===== src/card_cfg_pkg.sv =====
package card_cfg_pkg;

  // Byte offsets in configuration space
  localparam logic [7:0] OFF_CLASS_CODE = 8'h08;
  localparam logic [7:0] OFF_SUBSYS = 8'h2C;
  localparam logic [7:0] OFF_SUBSYS_ALIAS = 8'h50;
  localparam logic [7:0] OFF_CLASS_ALIAS = 8'h54;
  localparam logic [7:0] OFF_SOCKET_CFG = 8'h58;
  localparam logic [7:0] OFF_POWER_DELAY = 8'h5C;

  localparam logic [31:0] CLASS_ALIAS_RESET = 32'h0780_0000;
  localparam logic [31:0] CLASS_ALIAS_WMASK = 32'hFFFF_FF00;
  localparam logic [31:0] SOCKET_CFG_RESET = 32'h0110_1101;
  localparam logic [31:0] SOCKET_CFG_WMASK = 32'hF111_1111;
  localparam logic [31:0] SOCKET0_BITS = 32'h0111_1111;
  localparam logic [31:0] POWER_DELAY_RESET = 32'h0000_0000;
  localparam logic [31:0] POWER_DELAY_MASK = 32'h0000_FF00;

  // Field positions of the socket configuration and power delay words
  localparam int SCRATCH_LSB = 28;
  localparam int HIGH_VOLT_BIT = 24;
  localparam int LOW_VOLT_BIT = 20;
  localparam int EMV_BIT = 16;
  localparam int GP_PINS_BIT = 12;
  localparam int PC_CARD_BIT = 8;
  localparam int INSERT_WAKE_BIT = 4;
  localparam int SOCK_ON_BIT = 0;
  localparam int SETTLE_LSB = 8;

  typedef struct packed {
    logic [31:0] subsys;
    logic [31:0] class_code;
    logic [31:0] socket_cfg;
    logic [31:0] power_delay;
    logic loading;
    logic wake_pulse;
    logic [31:0] rdata;
  } state_s;

endpackage


===== src/card_cfg_regs.sv =====
// Notes on behaviour
// - Subsystem alias upper half appears as subsystem device identifier.
// - Subsystem alias lower half appears as subsystem vendor identifier.
// - Subsystem alias returns to default only on global reset.
// - Class alias writable and EEPROM loadable; original class code read-only.
// - Socket config word mixes writable and read-only bits, EEPROM loadable.
// - Reserved socket config bits read zero and ignore writes.
// - High-voltage class bit one means socket 0 supports class B.
// - Low-voltage class bit one means socket 0 supports class A.
// - EMV interface of socket 0 enabled only while its bit is one.
// - Socket 0 general purpose pins enabled only while their bit is one.
// - Card insertion raises wake event when insert wake and socket enable bits are both one.
// - Socket 0 operates only while the socket enable bit is one.
// - Bits of an unimplemented socket are held at zero.
// - Socket config word is mirrored into a global control alias.
// - Power switch settling time in ms, read-only, no hardware effect.
// - Reserved upper half and low byte of delay word read zero.
`timescale 1ns/1ns
`default_nettype none
module card_cfg_regs #(
  parameter logic [31:0] SUBSYS_RESET = 32'h0000_0001, // Arbitrary value
  parameter logic [7:0] REVISION = 8'h00, // Arbitrary value
  parameter bit SOCK0_PRESENT = 1'b1
) (
  input wire logic clk, // 20 MHz clock
  input wire logic rstn, // Global reset, active low
  input wire logic cfg_wr, // Config write strobe
  input wire logic cfg_rd, // Config read strobe
  input wire logic [7:0] cfg_addr, // Config byte offset
  input wire logic [31:0] cfg_wdata, // Config write data
  input wire logic [3:0] cfg_be, // Config byte enables
  output logic [31:0] cfg_rdata, // Config read data
  input wire logic ee_wr, // EEPROM load word strobe
  input wire logic [7:0] ee_addr, // EEPROM load offset
  input wire logic [31:0] ee_data, // EEPROM load data
  input wire logic ee_done, // EEPROM load finished
  input wire logic card_insert, // Socket 0 insertion pulse
  output logic [15:0] subsys_device_ident, // Subsystem device id
  output logic [15:0] subsys_vendor_ident, // Subsystem vendor id
  output logic [31:0] class_code_word, // Class code seen by config
  output logic [31:0] global_cfg1_alias, // Mirror of socket config
  output logic [31:0] global_cfg2_alias, // Mirror of delay word
  output logic sock0_on, // Socket 0 enabled
  output logic sock0_high_volt_class, // Class B supported
  output logic sock0_low_volt_class, // Class A supported
  output logic sock0_emv_if_on, // EMV interface enabled
  output logic sock0_gp_pins_on, // card_gp_pins enabled
  output logic sock0_pc_card_mode, // PC card mode
  output logic sock0_insert_wake, // Insertion wake enabled
  output logic [7:0] pc_card_power_settle_ms, // Power settle time
  output logic pme_event, // Wake event pulse
  output logic loading // EEPROM load window open
);

  localparam logic [31:0] SOCK_KEEP =
    SOCK0_PRESENT ? 32'hFFFF_FFFF : ~card_cfg_pkg::SOCKET0_BITS;

  // Field positions must fit inside the 32-bit words
  if (card_cfg_pkg::SCRATCH_LSB + 4 > 32) begin : g_scratch_chk
    $error("scratch field outside word");
  end
  if (card_cfg_pkg::SETTLE_LSB + 8 > 32) begin : g_settle_chk
    $error("settle field outside word");
  end

  card_cfg_pkg::state_s state_r;
  card_cfg_pkg::state_s state_nxt;

  function automatic logic [31:0] merge(
    input logic [31:0] old,
    input logic [31:0] wdata,
    input logic [3:0] be,
    input logic [31:0] wmask
  );
    logic [31:0] m;
    m = {{8{be[3]}}, {8{be[2]}}, {8{be[1]}}, {8{be[0]}}} & wmask;
    return (old & ~m) | (wdata & m);
  endfunction

  always_comb begin
    state_nxt = state_r;
    state_nxt.wake_pulse = 1'b0;
    // Writes from software
    if (cfg_wr) begin
      if (cfg_addr == card_cfg_pkg::OFF_SUBSYS_ALIAS) begin
        state_nxt.subsys = merge(state_r.subsys, cfg_wdata, cfg_be,
                                 32'hFFFF_FFFF);
      end else if (cfg_addr == card_cfg_pkg::OFF_CLASS_ALIAS) begin
        state_nxt.class_code = merge(state_r.class_code, cfg_wdata, cfg_be,
                                     card_cfg_pkg::CLASS_ALIAS_WMASK);
      end else if (cfg_addr == card_cfg_pkg::OFF_SOCKET_CFG) begin
        state_nxt.socket_cfg = merge(state_r.socket_cfg, cfg_wdata, cfg_be,
          card_cfg_pkg::SOCKET_CFG_WMASK & SOCK_KEEP);
      end
    end
    // EEPROM load after global reset, overrides a same-cycle write
    if (state_r.loading && ee_wr) begin
      if (ee_addr == card_cfg_pkg::OFF_SUBSYS_ALIAS) begin
        state_nxt.subsys = ee_data;
      end else if (ee_addr == card_cfg_pkg::OFF_CLASS_ALIAS) begin
        state_nxt.class_code = merge(state_r.class_code, ee_data, 4'hF,
                                     card_cfg_pkg::CLASS_ALIAS_WMASK);
      end else if (ee_addr == card_cfg_pkg::OFF_SOCKET_CFG) begin
        state_nxt.socket_cfg = ee_data &
          card_cfg_pkg::SOCKET_CFG_WMASK & SOCK_KEEP;
      end else if (ee_addr == card_cfg_pkg::OFF_POWER_DELAY) begin
        state_nxt.power_delay = ee_data &
          card_cfg_pkg::POWER_DELAY_MASK;
      end
    end
    if (ee_done) begin
      state_nxt.loading = 1'b0;
    end
    if (card_insert &&
        state_r.socket_cfg[card_cfg_pkg::INSERT_WAKE_BIT] &&
        state_r.socket_cfg[card_cfg_pkg::SOCK_ON_BIT]) begin
      state_nxt.wake_pulse = 1'b1;
    end
    // Registered read data, zero for unmapped offsets
    if (cfg_rd) begin
      if (cfg_addr == card_cfg_pkg::OFF_CLASS_CODE) begin
        state_nxt.rdata = {state_r.class_code[31:8], REVISION};
      end else if (cfg_addr == card_cfg_pkg::OFF_SUBSYS) begin
        state_nxt.rdata = state_r.subsys;
      end else if (cfg_addr == card_cfg_pkg::OFF_SUBSYS_ALIAS) begin
        state_nxt.rdata = state_r.subsys;
      end else if (cfg_addr == card_cfg_pkg::OFF_CLASS_ALIAS) begin
        state_nxt.rdata = {state_r.class_code[31:8], REVISION};
      end else if (cfg_addr == card_cfg_pkg::OFF_SOCKET_CFG) begin
        state_nxt.rdata = state_r.socket_cfg;
      end else if (cfg_addr == card_cfg_pkg::OFF_POWER_DELAY) begin
        state_nxt.rdata = state_r.power_delay;
      end else begin
        state_nxt.rdata = 32'h0000_0000;
      end
    end
  end

  always_ff @(posedge clk) begin
    if (!rstn) begin
      state_r.subsys <= SUBSYS_RESET;
      state_r.class_code <= card_cfg_pkg::CLASS_ALIAS_RESET;
      state_r.socket_cfg <= card_cfg_pkg::SOCKET_CFG_RESET & SOCK_KEEP;
      state_r.power_delay <= card_cfg_pkg::POWER_DELAY_RESET;
      state_r.loading <= 1'b1;
      state_r.wake_pulse <= 1'b0;
      state_r.rdata <= 32'h0000_0000;
    end else begin
      state_r <= state_nxt;
    end
  end

  assign cfg_rdata = state_r.rdata;
  assign subsys_device_ident = state_r.subsys[31:16];
  assign subsys_vendor_ident = state_r.subsys[15:0];
  assign class_code_word = {state_r.class_code[31:8], REVISION};
  assign global_cfg1_alias = state_r.socket_cfg;
  assign global_cfg2_alias = state_r.power_delay;
  assign sock0_on = state_r.socket_cfg[card_cfg_pkg::SOCK_ON_BIT];
  assign sock0_high_volt_class =
    state_r.socket_cfg[card_cfg_pkg::HIGH_VOLT_BIT];
  assign sock0_low_volt_class =
    state_r.socket_cfg[card_cfg_pkg::LOW_VOLT_BIT];
  assign sock0_emv_if_on = state_r.socket_cfg[card_cfg_pkg::EMV_BIT];
  assign sock0_gp_pins_on =
    state_r.socket_cfg[card_cfg_pkg::GP_PINS_BIT];
  // Software keeps this equal to the socket select
  assign sock0_pc_card_mode =
    state_r.socket_cfg[card_cfg_pkg::PC_CARD_BIT];
  assign sock0_insert_wake =
    state_r.socket_cfg[card_cfg_pkg::INSERT_WAKE_BIT];
  assign pc_card_power_settle_ms =
    state_r.power_delay[card_cfg_pkg::SETTLE_LSB +: 8];
  assign pme_event = state_r.wake_pulse;
  assign loading = state_r.loading;

endmodule
`default_nettype wire


===== config.mk =====
export PLATFORM = sky130hd
export DESIGN_NAME = card_cfg_regs
export DESIGN_NICKNAME = d
export VERILOG_FILES = /design/src/card_cfg_pkg.sv /design/src/card_cfg_regs.sv
export SDC_FILE = /design/constraint.sdc
export NUM_CORES = 1
export LEC_CHECK = 0
export ABC_AREA = 1
export BUFFER_PORTS_ARGS = -buffer_cell sky130_fd_sc_hd__buf_2
export CORE_AREA = 2 2 107 130
export CTS_BUF_LIST = sky130_fd_sc_hd__clkbuf_16
export DETAILED_ROUTE_END_ITERATION = 16
export DIE_AREA = 0 0 109 132
export GPL_TIMING_DRIVEN = 0
export PLACE_DENSITY = 0.79
export SLEW_MARGIN = 20
export SYNTH_ARGS = -nofsm -noshare
export SYNTH_HDL_FRONTEND = slang
export SYNTH_SLANG_ARGS = --single-unit

===== constraint.sdc =====
create_clock -name clk -period 2 [get_ports clk]
set_clock_uncertainty 0.15 [all_clocks]
set_input_delay 0.1 -clock clk [delete_from_list [all_inputs] [get_ports clk]]
set_output_delay 0.1 -clock clk [all_outputs]
set_load 0.02 [all_outputs]

**Word-level counts from Yosys, hierarchy flattened**

Index checks and enable logic that the tools add are counted.

- Eq/ne operators: 10
- Multiplexer cells: 21
- Bitwise operators: 16
- Reductions and logical operators: 4

Operators by type and width:

| operator | number |
|---|---|
| $mux W32 | 12 |
| $and A32 B32 Y32 | 6 |
| $mux W96 | 2 |
| $mux W128 | 1 |
| $mux W64 | 2 |
| $not A32 Y32 | 3 |
| $or A32 B32 Y32 | 3 |
| $eq A8 B7 Y1 const B | 8 |
| $mux W16 | 3 |
| $or A8 B32 Y32 | 1 |
| $eq A8 B4 Y1 const B | 1 |
| $eq A8 B6 Y1 const B | 1 |
| $reduce_and A5 Y1 | 1 |
| $logic_and A1 B1 Y1 | 3 |
| $not A1 Y1 | 3 |
| $mux W1 | 1 |

- Flip-flop bits (word level): 138
- Input port bits: 91
- Output and inout port bits: 177

**Logic depth before layout (Yosys ltp)**

- Depth after elaboration: 11
- Mapped depth: 11
- Gate-level depth less buffers: 10

**Worst setup path after synthesis**

No wires, ideal clock.

- Path kind: register to register
- Start: register loading (netlist name)
- End: register state_r (netlist bit global_cfg2_alias[12])
- Library setup time: 0.119 ns
- Arrival time: 1.379 ns
- Setup slack: 0.352 ns
- Cell stages (with the launch flop): 8
- Buffers on the path: 2
- Period minus slack after synthesis: 1.648 ns
- Cell sequence: dfxtp_1 > nand2_1 > nor2_1 > buf_2 > nand2_1 > buf_2 > o21ai_0 > a21oi_1

- Cells in the longest elaborated chain, start to end: 2

Ends and longest elaborated chain:

| item | line | source |
|---|---|---|
| $logic_and A1 B1 Y1 | card_cfg_regs.sv:97 | `if (state_r.loading && ee_wr) begin` |
| $reduce_and A5 Y1 (no source line) | - |  |
| end signal, assigned | card_cfg_regs.sv:149 | `state_r <= state_nxt;` |
| end, declared | card_cfg_regs.sv:66 | `card_cfg_pkg::state_s state_r;` |

Every way passes these cells.
A chain may end at the register's enable or synchronous reset.

**Final worst setup path**

- Start: input port ee_addr[3]
- End: register state_r (netlist bit subsys_device_ident[10])

- Cells in the longest elaborated chain, start to end: 3

Ends and longest elaborated chain:

| item | line | source |
|---|---|---|
| start, declared | card_cfg_regs.sv:34 | `input wire logic [7:0] ee_addr,` |
| $eq A8 B7 Y1 | card_cfg_regs.sv:98 | `if (ee_addr == card_cfg_pkg::OFF_SUBSYS_ALIAS) begin` |
| $mux W32 | card_cfg_regs.sv:98 |  |
| $mux W128 | card_cfg_regs.sv:97 |  |

Every way passes these cells.

==> results by group <==
Worst setup path
  – Crit-path slowest cell: dlygate4sd3_1
  – Crit path required time: 2110 ps
  – Setup crit end kind: flop
  – Largest stage delay, worst path: 560 ps
  – Worst path arrival time: 2030 ps
  – Crit-path most repeated cell: inv_1
  – Worst setup SP type: input pin
  – CP delay by family, top: buffers and inverters
  – Critical Path, Cell by Cell: dlygate4sd3_1 > buf_2 > inv_1 > nand2_1 > nor3_4 > nand2_2 > clkbuf_2 > or2_0 > nand3_1 > inv_1
  – Critical path type: input pin to flop
  – Worst-path fanout max: 10
  – Bufs and invs on worst path: 5

Layout
  – Multi-input logic area: 3000 um2
  – Non-filler cells, final: 1446
  – Total Nets Final: 1364
  – Ratio of cells with drive above 1 in the final layout: 26.6%
  – Ant diodes: 0
  – Reg area: 2180 um2
  – Design area: 8640 um2
  – Area delta synth->final: 39.9%
  – Commonest non-fill, non-tap cell in the layout: buf_2
  – # fillers: 1208
  – Fin util: 66.1%
  – Commonest non-fill, non-tap cells in the layout: 227 x buf_2, 174 x nand3_1, 173 x nand2_1

STA
  – Final Hold Viols: 0
  – Final critical delay including setup and external delays: 1920 ps
  – Tightest Pin Transition: 743 ps
  – Max-slew headroom: 50.5%
  – Final setup violation count: 0
  – Tcrit/Tclk final: 96.1%
  – Slew Viols, Final: 0
  – Final worst slack: 78.9 ps
  – RSZ-0062 raised after global routing: yes
  – Max Fclk: 0.521 GHz

Die
  – Starting Density: 47.3%
  – Die width: 109 um
  – Ports: 268
  – Die area: 14400 um2
  – DIE HEIGHT: 132 um
  – Core Area: 13100 um2
  – Core Rows: 46

Clocking
  – TritonCTS clock tree: yes
  – Postcts setup bufs: 0
  – Max Buffers Root-to-Sink: 2
  – Clk sink count: 109
  – Total CTS buffers: 9
  – H-tree depth: 3
  – Clock-pin slew on the worst setup and hold paths: 70 ps
  – CTS root buf: clkbuf_16
  – Clk_lat worst skew: 360 ps

Placed design
  – HPWL Detailed: 17200 um
  – I/O Buffers: 212
  – GPL Wtd Cong: 0.966
  – Place WS: -251 ps
  – Cell Area, Placed: 7640 um2
  – Placed cells: 1360

Synth
  – Synth warn: 0
  – Syn Inst Count: 928
  – Synth top area cells: dfxtp_1 35%, nand3_1 14%, nand2_1 11%
  – Synth Flop Type: dfxtp_1
  – Register area share after synthesis: 35.3%
  – Synth area leader: dfxtp_1
  – Synthesized area per cell: 6.66 um2
  – Post-synth cell types: 31
  – Synth Register Bits: 109
  – EDFF count, synth: 0
  – Post-synth ARST share: 0%
  – Synth top area share: 35.3%
  – Syn Std Cell Area: 6180 um2

Detailed routing
  – Total wire length: 24100 um
  – DRT iter0 DRCs: 637
  – Vias per inst: 5.14
  – Vias post-DR: 7432
  – WL per Instance: 16.6 um
  – # DRC: 0
  – Post-detailed-route count of antenna-violating nets: 0
  – Number of iterations in the first detailed-routing pass: 6

Run
  – Max cap viols: 0

Pwr
  – Power, Total: 0.00465 W
  – P_leak: 4.76 nW
  – Worst VDD drop: 355 uV
  – Total power per unit cell area: 539 nW/um2

GRT
  – Vias in the first global route: 6886
  – Grt total ovfl: 0
  – Antenna violations before repair: 1
  – First-pass GRT wire length: 36500 um
  – Gr usage total: 33.0%
  – Largest net degree at the start of global routing: 17

Min path
  – Worst hold path type: input pin to flop

Status
  – Status: finished, final reports clean
cell type report:
class	count	area share (%)
Buffer	114	8.57
Clock inverter	7	0.695
Clock buffer	9	2.61
Tap cell	168	2.43
Sequential cell	109	25.2
Timing Repair Buffer	282	20.4
Multi-Input combinational cell	635	34.8
Inverter	122	5.30
routing by layer:
layer,routed length [um],vias to the layer above,global-route usage [%]
met3,2320,73,6.57
met4,881,2,14.9
met1,9040,3365,40.0
met2,11800,451,55.7
met5,13,-,0
li1,-,3541,-
flip-flops by register name (all words and copies together) (netlist names):
register / count
loading: 1
subsys_device_ident: 16
subsys_vendor_ident: 16
pme_event: 1
global_cfg2_alias: 8
global_cfg1_alias: 11
class_code_word: 24
cfg_rdata: 32
cells in the mapped netlist (8+ instances only):
master      n
nand2_1   174
nand3_1   174
inv_1     117
dfxtp_1   109
buf_4      72
o21ai_0    56
nor2_1     47
a21oi_1    41
or2_0      40
clkbuf_1   23
buf_2      14
o211ai_1   14
a31oi_1     8
worst paths after layout:
kind | from | endpoint | slack (ps) | cells after the start
setup reg to reg | loading$_SDFFE_PN1P_ | global_cfg1_alias[20]$_SDFF_PN1_ | 80 | 6
hold / removal | cfg_be[0] | global_cfg1_alias[4]$_SDFF_PN0_ | 40 | 5
setup / recovery | ee_addr[3] | subsys_device_ident[10]$_SDFF_PN0_ | 80 | 10
hold reg to reg | cfg_rdata[11]$_SDFFE_PN0P_ | cfg_rdata[11]$_SDFFE_PN0P_ | 320 | 2
report_power, final:
group | switching (W) | internal, W | leakage, nW
combinational | 0.000385 | 0.000273 | 3.74
sequential | 0.00000956 | 0.00218 | 0.880
clock | 0.000847 | 0.000956 | 0.143
metrics by stage:
step | TNS (ps) | hold slack [ps]
after floorplan | 0 | 61.0
after global placement | -1590 | 149
after detailed placement | -2210 | 150
after CTS | 0 | 25.1
after global routing | -17.8 | 90.5
final | 0 | 35.2
what timing repair did:
action                     4_1_cts  5_1_grt
setup endpoints to repair       10       34
hold buffers                    70        0
hold endpoints to repair        77        0
gates resized for setup          2        9
cells by family after synthesis:
group                  Yosys count  synth area share, %
and+or+nand+nor                458                 34.6
buffers and inverters          236                 19.3
AOI/OAI and AO/OA              124                 10.8
DFF                            109                 35.3
other                            1               0.0607
worst min-delay path, stage by stage:
cell and delay (ps):
buf_2 120, nand4_1 100, nand3_1 80, nand3_1 70, inv_1 30
(Power assumes the default switching activity.)
